--- src/sltr_consts.vh ---
// Constants of the slot and link tuning register bank: byte offsets,
// field positions and reset values.
// Assumes inclusion by the bank module only; definitions only.
`ifndef SLTR_CONSTS_VH
`define SLTR_CONSTS_VH

////////////////////////////////////////////////////////////////////////
// Byte offsets of the register words
`define SLTR_OFS_SLOT_CAP      8'hC4
`define SLTR_OFS_SLOT_CTLSTS   8'hC8
`define SLTR_OFS_TUNE0         8'hCC
`define SLTR_OFS_TUNE1         8'hD0
`define SLTR_OFS_TUNE2         8'hD4

////////////////////////////////////////////////////////////////////////
// Slot capability bit positions
`define SLTR_CAP_ATTN_BTN      0
`define SLTR_CAP_PWR_CTRL      1
`define SLTR_CAP_LATCH_SENSOR  2
`define SLTR_CAP_ATTN_IND      3
`define SLTR_CAP_PWR_IND       4
`define SLTR_CAP_SURPRISE      5
`define SLTR_CAP_HP_CAPABLE    6

////////////////////////////////////////////////////////////////////////
// Slot control and status fields
`define SLTR_CTL_EVT_LSB       0
`define SLTR_CTL_ATTN_LSB      6
`define SLTR_CTL_PIND_LSB      8
`define SLTR_CTL_PWRC_BIT      10
`define SLTR_STS_LSB           16
`define SLTR_CTL_RESET         11'h000
`define SLTR_STS_RESET         7'h00

////////////////////////////////////////////////////////////////////////
// Tuning word 0 fields
`define SLTR_T0_EN_LSB         0
`define SLTR_T0_NEG_LSB        5
`define SLTR_T0_TS1_LSB        8
`define SLTR_T0_L1T_LSB        16
`define SLTR_T0_EN_RESET       5'h00
`define SLTR_T0_NEG_RESET      3'h3
`define SLTR_T0_TS1_RESET      5'h10
`define SLTR_T0_L1T_RESET      16'h0400

////////////////////////////////////////////////////////////////////////
// Tuning word 1 and 2 fields
`define SLTR_T1_L0S_LSB        0
`define SLTR_T1_L1_LSB         16
`define SLTR_T1_L0S_RESET      10'h000
`define SLTR_T1_L1_RESET       16'h0000
`define SLTR_T2_CR_LSB         0
`define SLTR_T2_L0SX_LSB       8
`define SLTR_T2_L1X_LSB        16
`define SLTR_T2_CR_RESET       8'h54
`define SLTR_T2_L0SX_RESET     7'h02
`define SLTR_T2_L1X_RESET      7'h19

////////////////////////////////////////////////////////////////////////
// Ordered set make-up used for clock recovery
`define SLTR_FTS_SYMBOLS       4

`endif

--- src/sltr_regs.v ---
// Slot hot-plug and physical link tuning register bank behind an APB
// slave, with every control field brought out as a register output.
// Assumes synchronous inputs on pclk and a hot-plug strap that is
// stable around the release of presetn.
//
// The APB register port is this design's own decision.
`timescale 1ns/100ps
`include "sltr_consts.vh"

module sltr_regs #(
  parameter AW = 8
) (
  input  wire          pclk,
  input  wire          presetn,
  input  wire          pce,
  input  wire          psel,
  input  wire          penable,
  input  wire          pwrite,
  input  wire [AW-1:0] paddr,
  input  wire [31:0]   pwdata,
  input  wire [3:0]    pstrb,
  output reg  [31:0]   prdata,
  output wire          pready,
  output wire          pslverr,
  input  wire          hp_strap,
  input  wire          slot_btn_pressed,
  input  wire          slot_pwr_fault,
  input  wire          slot_latch_changed,
  input  wire          slot_presence_changed,
  input  wire          slot_cmd_completed,
  input  wire          slot_latch_state,
  input  wire          slot_presence_state,
  output wire [5:0]    slot_event_en,
  output wire [1:0]    attn_ind_ctrl,
  output wire [1:0]    pwr_ind_ctrl,
  output wire          pwr_ctrl,
  output wire          hot_reset_en,
  output wire          loopback_en,
  output wire          crosslink_en,
  output wire          sw_cfg_entry_en,
  output wire          debug_sel,
  output wire [2:0]    lane_neg_retries,
  output wire [4:0]    ts1_count,
  output wire [15:0]   l1_entry_timer,
  output wire [9:0]    l0s_lifetime,
  output wire [15:0]   l1_lifetime,
  output wire [7:0]    clock_recovery_fts,
  output reg  [9:0]    clock_recovery_symbols,
  output wire [6:0]    l0s_exit_latency,
  output wire [6:0]    l1_exit_latency
);

  //////////////////////////////////////////////////////////////////////
  // Byte-lane merge of a write into a stored word
  function [31:0] sltr_merge;
    input [31:0] old_val;
    input [31:0] new_val;
    input [3:0]  strb;
    input [31:0] wmask;
    integer      i;
    begin
      sltr_merge = old_val;
      for (i = 0; i < 32; i = i + 1) begin
        if (strb[i/8] && wmask[i])
          sltr_merge[i] = new_val[i];
      end
    end
  endfunction

  //////////////////////////////////////////////////////////////////////
  // Storage
  reg [10:0] slot_ctl_reg;
  reg [6:0]  slot_sts_reg;
  reg [31:0] tune0_reg;
  reg [31:0] tune1_reg;
  reg [31:0] tune2_reg;
  reg        hp_en_reg;
  reg        strap_done_reg;

  wire [31:0] ctl_word;
  wire [31:0] cap_word;
  wire [31:0] tune0_next;
  wire [31:0] tune1_next;
  wire [31:0] tune2_next;
  wire [31:0] ctl_next;
  wire        wr_acc;
  wire        rd_acc;
  wire        hit;
  reg  [31:0] rd_word;

  //////////////////////////////////////////////////////////////////////
  // APB handshake: zero wait states, unmapped offsets flag an error
  assign pready  = 1'b1;
  assign hit     = (paddr == `SLTR_OFS_SLOT_CAP) ||
                   (paddr == `SLTR_OFS_SLOT_CTLSTS) ||
                   (paddr == `SLTR_OFS_TUNE0) ||
                   (paddr == `SLTR_OFS_TUNE1) ||
                   (paddr == `SLTR_OFS_TUNE2);
  assign pslverr = psel & penable & ~hit;
  assign wr_acc  = pce & psel & penable & pwrite & hit;
  assign rd_acc  = pce & psel & penable & ~pwrite;

  //////////////////////////////////////////////////////////////////////
  // Strap capture after reset release
  // The strap is sampled by a clocked process, never loaded by reset,
  // so the strap-driven capability bits show 0 during reset and the strap level
  // from the first enabled edge after release onward.
  always @(posedge pclk or negedge presetn) begin
    if (!presetn) begin
      hp_en_reg      <= 1'b0;
      strap_done_reg <= 1'b0;
    end else if (pce && !strap_done_reg) begin
      hp_en_reg      <= hp_strap;
      strap_done_reg <= 1'b1;
    end
  end

  //////////////////////////////////////////////////////////////////////
  // Capability word
  // Strap drives capability bits 0, 2, 3, 4 and 6; power control and surprise read 0
  // Power limit and slot number zero
  assign cap_word = {25'h0000000,
                     hp_en_reg,
                     1'b0,
                     hp_en_reg,
                     hp_en_reg,
                     hp_en_reg,
                     1'b0,
                     hp_en_reg};

  //////////////////////////////////////////////////////////////////////
  // Write data merged per byte lane with writable-bit masks
  // Slot control RW
  assign ctl_next = sltr_merge({21'h000000, slot_ctl_reg}, pwdata, pstrb,
                               32'h000007FF);
  assign tune0_next = sltr_merge(tune0_reg, pwdata, pstrb, 32'hFFFF1FFF);
  assign tune1_next = sltr_merge(tune1_reg, pwdata, pstrb, 32'hFFFF03FF);
  assign tune2_next = sltr_merge(tune2_reg, pwdata, pstrb, 32'h007F7FFF);

  //////////////////////////////////////////////////////////////////////
  // Register writes
  always @(posedge pclk or negedge presetn) begin
    if (!presetn) begin
      slot_ctl_reg <= `SLTR_CTL_RESET;
      tune0_reg[4:0]   <= `SLTR_T0_EN_RESET;
      tune0_reg[7:5]   <= `SLTR_T0_NEG_RESET;
      tune0_reg[12:8]  <= `SLTR_T0_TS1_RESET;
      tune0_reg[15:13] <= 3'h0;
      tune0_reg[31:16] <= `SLTR_T0_L1T_RESET;
      tune1_reg[9:0]   <= `SLTR_T1_L0S_RESET;
      tune1_reg[15:10] <= 6'h00;
      tune1_reg[31:16] <= `SLTR_T1_L1_RESET;
      tune2_reg[7:0]   <= `SLTR_T2_CR_RESET;
      tune2_reg[14:8]  <= `SLTR_T2_L0SX_RESET;
      tune2_reg[15]    <= 1'b0;
      tune2_reg[22:16] <= `SLTR_T2_L1X_RESET;
      tune2_reg[31:23] <= 9'h000;
    end else if (wr_acc) begin
      case (paddr)
        `SLTR_OFS_SLOT_CTLSTS: begin
          slot_ctl_reg <= ctl_next[10:0];
        end
        `SLTR_OFS_TUNE0: begin
          tune0_reg <= tune0_next;
        end
        `SLTR_OFS_TUNE1: begin
          tune1_reg <= tune1_next;
        end
        `SLTR_OFS_TUNE2: begin
          tune2_reg <= tune2_next;
        end
        default: begin
          tune0_reg <= tune0_reg;
        end
      endcase
    end
  end

  //////////////////////////////////////////////////////////////////////
  // Slot status shadows the slot hardware; software cannot write it
  // Status read-only
  always @(posedge pclk or negedge presetn) begin
    if (!presetn) begin
      slot_sts_reg <= `SLTR_STS_RESET;
    end else if (pce) begin
      slot_sts_reg <= {slot_presence_state,
                       slot_latch_state,
                       slot_cmd_completed,
                       slot_presence_changed,
                       slot_latch_changed,
                       slot_pwr_fault,
                       slot_btn_pressed};
    end
  end

  //////////////////////////////////////////////////////////////////////
  // Clock recovery length in symbols for the training sequencer
  // Four symbols per set
  always @(posedge pclk or negedge presetn) begin
    if (!presetn) begin
      clock_recovery_symbols <= 10'h000;
    end else if (pce) begin
      clock_recovery_symbols <= {tune2_reg[7:0], 2'b00};
    end
  end

  //////////////////////////////////////////////////////////////////////
  // Read mux; reserved bits and unmapped offsets read zero
  assign ctl_word = {9'h000, slot_sts_reg, 5'h00, slot_ctl_reg};

  always @* begin
    case (paddr)
      `SLTR_OFS_SLOT_CAP:    rd_word = cap_word;
      `SLTR_OFS_SLOT_CTLSTS: rd_word = ctl_word;
      `SLTR_OFS_TUNE0:       rd_word = tune0_reg;
      `SLTR_OFS_TUNE1:       rd_word = tune1_reg;
      `SLTR_OFS_TUNE2:       rd_word = tune2_reg;
      default:               rd_word = 32'h00000000;
    endcase
  end

  // Read data is registered during setup so it is stable in access
  always @(posedge pclk or negedge presetn) begin
    if (!presetn) begin
      prdata <= 32'h00000000;
    end else if (pce && psel && !penable && !pwrite) begin
      prdata <= rd_word;
    end else if (rd_acc) begin
      prdata <= prdata;
    end
  end

  //////////////////////////////////////////////////////////////////////
  // Field outputs
  assign slot_event_en    = slot_ctl_reg[5:0];
  assign attn_ind_ctrl    = slot_ctl_reg[7:6];
  assign pwr_ind_ctrl     = slot_ctl_reg[9:8];
  assign pwr_ctrl         = slot_ctl_reg[10];
  assign hot_reset_en     = tune0_reg[0];
  assign loopback_en      = tune0_reg[1];
  assign crosslink_en     = tune0_reg[2];
  assign sw_cfg_entry_en  = tune0_reg[3];
  assign debug_sel        = tune0_reg[4];
  assign lane_neg_retries = tune0_reg[7:5];
  assign ts1_count        = tune0_reg[12:8];
  assign l1_entry_timer   = tune0_reg[31:16];
  assign l0s_lifetime     = tune1_reg[9:0];
  assign l1_lifetime      = tune1_reg[31:16];
  assign clock_recovery_fts = tune2_reg[7:0];
  assign l0s_exit_latency = tune2_reg[14:8];
  assign l1_exit_latency  = tune2_reg[22:16];

endmodule // sltr_regs

--- config.mk ---
export PLATFORM = sky130hd
export DESIGN_NAME = sltr_regs
export DESIGN_NICKNAME = d
export VERILOG_FILES = /design/src/sltr_regs.v
export VERILOG_INCLUDE_DIRS = /design/src
export SDC_FILE = /design/constraint.sdc
export NUM_CORES = 1
export LEC_CHECK = 0
export BUFFER_PORTS_ARGS = -buffer_cell sky130_fd_sc_hd__buf_2
export CAP_MARGIN = 30
export CORE_MARGIN = 2
export CORE_UTILIZATION = 46
export CTS_CLUSTER_SIZE = 30
export DETAILED_ROUTE_END_ITERATION = 8
export PLACE_DENSITY = 0.76
export SYNTH_ARGS = -nofsm -noshare
export SYNTH_HDL_FRONTEND = slang
export SYNTH_SLANG_ARGS = --single-unit
export TNS_END_PERCENT = 20
--- constraint.sdc ---
create_clock -name pclk -period 1 [get_ports pclk]
set_input_delay 0.1 -clock pclk [delete_from_list [all_inputs] [get_ports pclk]]
set_output_delay 0.1 -clock pclk [all_outputs]
set_load 0.02 [all_outputs]
# Yosys cells after proc, flatten, opt, wreduce, memory -nomap -nowiden
# Cells that the tools add are included.
# totals
reg_bits,137
inputBits,58
wordCells,55
# op_classes
n_bitwise,7
muxes,1
n_eq_ne,5
n_reduce_logical,24
# op_table
cell,n
$pmux W32 S5,1
$eq A8 B8 Y1 const B,5
$reduce_and A3 Y1,13
$and A1 B1 Y1,6
$logic_and A1 B1 Y1,4
$logic_or A1 B1 Y1,4
$logic_not A1 Y1,3
$not A1 Y1,1

# Depth between registers and ports, before layout
# Gate-level depths: netlist of run 1.
# logic_depth
word_depth,7
mapped_depth,6

# Least setup slack after synthesis of run 1
# Ideal clock, no wire load.
# synth_path
path_kind,in2reg
startpoint,input port pce
endpoint,register slot_ctl_reg[0]
cell_stages,6
arrival_time_ns,1.347
setup_slack_ns,-0.473
setup_ns,0.125
n_path_buf,2
required_time_ns,0.875
path_cell_list,buf_4 -> nand4_2 -> nor2_4 -> and3_4 -> buf_12 -> mux2_4
# synth_between
elab_chain_cells,5
# synth_lines
element,line_no,rtl
start: declaration,sltr_regs.v:15,"input wire pce,"
$and A1 B1 Y1 (2 in series),-,
$and A1 B1 Y1 (2 in series),sltr_regs.v:100,assign wr_acc = pce & psel & penable & pwrite & hit;
$reduce_and A3 Y1 (no source line),-,
end signal: assignment,sltr_regs.v:144,slot_ctl_reg <= `SLTR_CTL_RESET;
end signal: assignment,sltr_regs.v:161,slot_ctl_reg <= ctl_next[10:0];
end: declaration,sltr_regs.v:72,reg [10:0] slot_ctl_reg;
# No other way between the ends.
# A chain may end at the register's enable or synchronous reset.

# Worst setup path in the final report of run 1
# layout_path
startpoint,input port paddr[6]
endpoint,output port pslverr
# layout_between
elab_chain_cells,7
# layout_lines
element,line_no,rtl
start: declaration,sltr_regs.v:19,"input wire [AW-1:0] paddr,"
$eq A8 B8 Y1,-,
$logic_or A1 B1 Y1 (3 in series),sltr_regs.v:94,assign hit = (paddr == `SLTR_OFS_SLOT_CAP) ||
$logic_or A1 B1 Y1 (*),sltr_regs.v:94,
$not A1 Y1 (*),sltr_regs.v:99,assign pslverr = psel & penable & ~hit;
$and A1 B1 Y1 (*),sltr_regs.v:99,
end: declaration,sltr_regs.v:24,"output wire pslverr,"
# Every way passes the cells marked *; elsewhere a longest branch is shown, timed or not.

==> out/qor.txt, run 1 <==
Starting Density -> 0.4676
VDD IR-drop max -> 1.132 mV
Design Power -> 12.82 mW
IO Port Bufs -> 184
fin crit period -> 1202 ps
syn avg cell area -> 14.09 sq um
Syn Inst Count -> 436
Netlist Area Pre-Place -> 0.006143 sq mm
CP Max Fanout -> 4
Avg Vias per Cell -> 5.258
clk slew on worst S/H paths -> 60 ps
R2R Setup Slk -> -170 ps
Root Driver -> clkbuf_16
final wirelength -> 18.82 mm
Cell Pwr Density -> 1320 mW/mm^2
Final Max Slew Viols -> 0
Rows -> 42
Final WS setup -> -202.2 ps
hold path start -> pstrb[1]
Period Utilization, post-route -> 1.202
GPL Wtd Cong -> 0.7807
Sink Count -> 136
#FFs+latches synth -> 136
ratio of cells with drive above 1 in the final layout -> 0.6151
endpoints failing setup -> 221
drt pass-1 iters -> 6
status -> finished, violations left
Worst EP required -> 900 ps
placed wire-length estimate -> 12.12 mm
largest net degree at the start of global routing -> 33
WP data arrival -> 1100 ps
Worst Setup Path Type -> primary input to primary output
Post-synth EDFFs -> 0
Seq/Total Area, Yosys -> 0.5562
Top FF cell, synth -> dfrtp_1
Fin. Hold Viols -> 0
Inserted Clock Buffers -> 17
hold endpoint -> tune1_reg[8]
DIE WIDTH -> 119.6 microns
routed via count -> 4979
critical path launch point -> paddr[6]
final-stage net count -> 814
overall global routing resource usage -> 0.2607
clock skew -> 9.609 ps
first-pass GRT wire length -> 28.30 mm
Max Cap Viol -> 0
Min-Delay Path Depth -> 3
DR iter-0 viols -> 221
Worst Reg-to-Reg Cells -> 4
cell area after layout -> 0.009713 sq mm
Yosys Warn Count -> 0
worst flop-to-flop path endpoint -> prdata[6]
Clock Path Buffers -> 2
Routed Antenna Nets -> 0
Synth async-reset ratio -> 1.000
met2 WL -> 9.529 mm
Util after Layout -> 0.7393
Yosys cell types -> 39
worst min path class -> primary input to register
Crit. End Element -> primary output
Static Leakage -> 4.938 nW
DRC errors left -> 0
CTS tree -> built
worst skew pair latency -> 420 ps
Fin Hold WS -> 115.7 ps
wl on met1 -> 7.792 mm
max frequency -> 0.8318 GHz
H-Tree Depth -> 4
area grow syn2layout -> 58.11%
initial antenna violation count -> 2
chip height -> 119.6 microns
core area -> 0.01314 sq mm
post-DR wirelength/cell -> 19.87 microns
grt ovf -> 0
RSZ-0062 raised after global routing -> yes
Met3 Routed Length -> 1.126 mm
startpoint types -> primary input
vias in the first global route -> 5287
Ports -> 190
max reg flops -> 31
failing checks -> setup timing
Die Area -> 0.01430 sq mm
reg-to-reg startpoint -> slot_ctl_reg[6]
top routing layer used -> met4
Post-DP Area -> 0.007729 sq mm
==> cells by family (layout without fill, tap and decap cells) <==
logic type / after synthesis / after routing / share of synthesized area
DFF: 136 / 136 / 0.5562
AOI/OAI and AO/OA: 67 / 67 / 0.07189
muxes: 139 / 139 / 0.2587
and+or+nand+nor: 63 / 63 / 0.08065
other: 2 / 6 / 0.001222
buffers and inverters: 29 / 360 / 0.03136
==> how the worst max path moves through the flow <==
stage                     cells past startpoint                   to
after CTS                                     1  lane_neg_retries[0]
after global placement                        5        tune0_reg[10]
final                                         7              pslverr
after detailed placement                      5         tune0_reg[9]
after global routing                          7              pslverr
after floorplan                               6      slot_ctl_reg[0]
==> final cells by class <==
cell class | instances | area (sq um)
fill | 808 | 3425
timing repair buffer | 327 | 2766
sequential | 136 | 3417
antenna | 2 | 5.005
clock buffer | 25 | 505.5
multi-input combinational | 273 | 2705
clock inverter | 7 | 90.09
tap | 176 | 220.2
inverter | 1 | 3.754
==> synth_stat cells (3+ instances only) <==
cell / count / area (sq um)
dfrtp_1: 125 / 3128
mux2_2: 89 / 1002
mux2i_1: 29 / 290.3
o21ai_0: 19 / 95.09
nand2_1: 18 / 67.56
mux2_4: 16 / 240.2
a22oi_1: 14 / 105.1
a22o_1: 12 / 105.1
o22ai_1: 12 / 75.07
dfstp_2: 11 / 289.0
buf_2: 8 / 40.04
clkbuf_1: 8 / 30.03
nand3_4: 8 / 140.1
nor2_1: 8 / 30.03
a21oi_1: 7 / 35.03
buf_4: 7 / 52.55
nand3_1: 6 / 30.03
mux2_1: 5 / 56.30
and3_1: 4 / 25.02
a32oi_1: 3 / 26.28
and4_1: 3 / 26.28
==> routing by layer <==
| layer | up-vias | track usage |
|---|---|---|
| li1 | 2253 | - |
| met1 | 2519 | 0.3263 |
| met2 | 178 | 0.4318 |
| met3 | 29 | 0.07700 |
| met4 | 0 | 0.09191 |
| met5 | - | 0 |
==> power breakdown <==
| group | switching (mW) | internal [mW] |
|---|---|---|
| clock | 2.27 | 3.99 |
| sequential | 0.0345 | 5.56 |
| combinational | 0.487 | 0.472 |
==> stage by stage <==
stage / cells / TNS, ps / setup WS [ps]
6_report: 947 / -18880 / -202.2
3_3_place_gp: 834 / -63340 / -653.6
5_1_grt: 946 / -25140 / -231.0
4_1_cts: 930 / -16610 / -211.2
2_1_floorplan: 438 / -29010 / -434.9
3_5_place_dp: 834 / -65540 / -710.1
==> worst max-delay path: stages <==
cell     delay, ps
buf_2          120
and3b_2        200
buf_4          140
and2_4         160
buf_4          130
a21oi_4        110
buf_6          130
==> cells in the final DEF (no fill, tap or decap), types with 11 or more instances in the layout <==
master / instances
a22o_1: 12
a22oi_1: 14
buf_2: 114
buf_4: 66
buf_6: 93
clkbuf_16: 17
dfrtp_1: 125
dfstp_2: 11
dlygate4sd3_1: 40
mux2_2: 78
mux2_4: 32
mux2i_1: 29
nand2_1: 18
o21ai_1: 13
o22ai_1: 11
==> repair_timing <==
action / CTS / global route
hold buffers: 40 / 0
setup buffers: 24 / 15
gates cloned: 0 / 0
endpoints found under the hold margin: 225 / 0
gates resized for setup: 123 / 95
pin swaps: 17 / 16
endpoints found under the setup margin: 219 / 243
Power figures use the tool's default switching activity.
==> run 2, diff against run 1 <==
--- a/config.mk
+++ b/config.mk
@@ -8,11 +8,12 @@
 export LEC_CHECK = 0
 export BUFFER_PORTS_ARGS = -buffer_cell sky130_fd_sc_hd__buf_2
 export CAP_MARGIN = 30
-export CORE_MARGIN = 2
-export CORE_UTILIZATION = 46
+export CELL_PAD_IN_SITES_DETAIL_PLACEMENT = 0
+export CELL_PAD_IN_SITES_GLOBAL_PLACEMENT = 1
+export CORE_UTILIZATION = 37
 export CTS_CLUSTER_SIZE = 30
 export DETAILED_ROUTE_END_ITERATION = 8
-export PLACE_DENSITY = 0.76
+export PLACE_DENSITY_LB_ADDON = 0.1
 export SYNTH_ARGS = -nofsm -noshare
 export SYNTH_HDL_FRONTEND = slang
 export SYNTH_SLANG_ARGS = --single-unit
==> run 2 against run 1 <==
  * The flow still finishes with violations (setup timing)
  * Clock power fell by 6.2%
  * Non-clock buffer count decreased by 8
  * Sequential cell count stayed put
  * Combinational power shrank 2.6%
  * Maximum frequency grew 1.4%
  * Critical path depth is 6 lower
  * Core utilization decreased by 14 points
  * Largest power group unchanged
==> out/qor.txt, run 2 (synthesis gave the netlist of run 1 again) <==
cell area after layout -> 0.009588 sq mm (-1.3%)
CP delay by family, top -> flip-flops
Util after Layout -> 0.5971 (-0.1422)
clk slew on worst S/H paths -> 60 ps (about the same)
Inserted Clock Buffers -> 17 (unchanged)
Fin. Hold Viols -> 0 (unchanged)
vias in the first global route -> 4863 (-8.0%)
RSZ-0062 raised after global routing -> yes
post-DR wirelength/cell -> 17.89 microns (-9.9%)
Worst Setup Path Type -> register to primary output
GPL Wtd Cong -> 0.8201 (+5.0%)
Buf+Inv Stages, Crit Path -> 1 (-3)
most frequent cells in the layout -> dfrtp_1 (125), buf_2 (120), buf_6 (85)
met3 usage -> 0.06433 (-0.01266)
DIE WIDTH -> 130.9 microns (+9.4%)
max reg flops -> 31 (unchanged)
Design Power -> 12.39 mW (-3.3%)
ratio of cells with drive above 1 in the final layout -> 0.6045 (-0.01062)
largest net degree at the start of global routing -> 33 (unchanged)
Die Area -> 0.01712 sq mm (+20%)
Worst EP required -> 900 ps (about the same)
initial antenna violation count -> 2 (unchanged)
CP Max Fanout -> 2 (-2)
worst min path class -> primary input to register
core area -> 0.01606 sq mm (+22%)
DRC errors left -> 0 (unchanged)
DR iter-0 viols -> 151 (-32%)
Final WS setup -> -185.1 ps (+17.07 ps)
multi-input logic area -> 0.002663 sq mm (-1.6%)
worst skew pair latency -> 410 ps (about the same)
Avg Vias per Cell -> 4.849 (-7.8%)
fin crit period -> 1185 ps (-17.07 ps)
final-stage net count -> 806 (-0.98%)
final wirelength -> 17.50 mm (-7.0%)
Cell Pwr Density -> 1292 mW/mm^2 (-2.1%)
max frequency -> 0.8438 GHz (+1.4%)
endpoints failing setup -> 217 (-1.8%)
most common cell after layout, fill and taps aside -> dfrtp_1
H-Tree Depth -> 4 (unchanged)
register area -> 0.003417 sq mm (unchanged)
Static Leakage -> 4.869 nW (-1.4%)
met1 Usage GRT -> 0.2758 (-0.05054)
Rows -> 46 (+9.5%)
placed wire-length estimate -> 12.39 mm (+2.3%)
overall global routing resource usage -> 0.2132 (-0.04750)
clock skew -> 6.167 ps (-3.442 ps)
Root Driver -> clkbuf_16
Final Max Slew Viols -> 0 (unchanged)
fillers -> 1306 (+62%)
Clock Path Buffers -> 2 (unchanged)
first-pass GRT wire length -> 26.64 mm (-5.9%)
Max Cap Viol -> 0 (unchanged)
chip height -> 130.9 microns (+9.4%)
Worst path max stage delay -> 550 ps (+350 ps)
Ports -> 190 (unchanged)
Period Utilization, post-route -> 1.185 (-0.01707)
CTS tree -> built
drt pass-1 iters -> 4 (-2)
Routed Antenna Nets -> 0 (unchanged)
Sink Count -> 136 (unchanged)
grt ovf -> 0 (unchanged)
failing checks -> setup timing
Critical-path top delay cell -> dfstp_2
status -> finished, violations left
WP data arrival -> 1090 ps (about the same)
VDD IR-drop max -> 1.085 mV (-4.2%)
startpoint types -> register
Post-DP Area -> 0.007834 sq mm (+1.4%)
Starting Density -> 0.3826 (-0.08504)
IO Port Bufs -> 184 (unchanged)
met2 Usage GRT -> 0.3396 (-0.09223)
routed via count -> 4742 (-4.8%)
Crit. End Element -> primary output
area grow syn2layout -> 56.07%
GRT Max-Usage Layer -> met2
cells along the critical path -> buf_6
run 2: layout make-up:
class                      count  area share
clock inverter                 8    0.007438
antenna                        1   0.0002610
inverter                       1   0.0003915
tap                          216     0.02819
multi-input combinational    273      0.2777
timing repair buffer         319      0.2794
sequential                   136      0.3564
clock buffer                  24     0.05024
run 2: per-layer routing:
| layer | share of wire | vias to the layer above |
|---|---|---|
| met4 | 0.012 | 2 |
| li1 | - | 2229 |
| met2 | 0.48 | 144 |
| met3 | 0.067 | 18 |
| met1 | 0.44 | 2349 |
| met5 | 0.00074 | - |
run 2: worst reg2reg max path, cell delays in order (launching register included):
cell,delay [ps]
dfrtp_1,380
buf_6,130
buf_4,120
buf_4,130
mux2_4,250
run 2: per-stage QoR:
step / std cells / setup WS, ps / TNS (ps) / hold WS [ps]
floorplan: 438 / -434.9 / -29010 / -195.6
global placement: 878 / -609.7 / -61930 / 15.63
detailed placement: 878 / -700.4 / -66110 / 17.93
CTS: 971 / -203.9 / -16730 / 134.9
global route: 977 / -216.6 / -25510 / 141.0
finish: 978 / -185.1 / -14510 / 143.0
run 2: timing repair:
item / CTS / global route
cloned: 0 / 0
gates resized for setup: 116 / 77
hold endpoints to repair: 224 / 0
pin swaps: 17 / 8
buffers inserted: 22 / 6
endpoints found under the setup margin: 219 / 250
hold buffers: 40 / 0
run 2: final timing paths:
check                      slack, ps  depth (start not counted)             from                        end
max                             -190                          1     tune0_reg[5]        lane_neg_retries[0]
min                              140                          3         pstrb[3]              tune0_reg[31]
max reg2reg                     -130                          4  slot_ctl_reg[2]            slot_ctl_reg[2]
min reg2reg                      470                          2       prdata[27]                 prdata[27]
max in group asynchronous        250                          3          presetn              tune0_reg[12]
min in group asynchronous        150                          2          presetn  clock_recovery_symbols[5]
run 2: report_power, final:
| part | leakage, nW | switching, mW | internal [mW] |
|---|---|---|---|
| combinational | 2.76 | 0.462 | 0.472 |
| sequential | 1.84 | 0.0292 | 5.56 |
| clock | 0.274 | 2.27 | 3.60 |
| total | 4.87 | 2.76 | 9.63 |
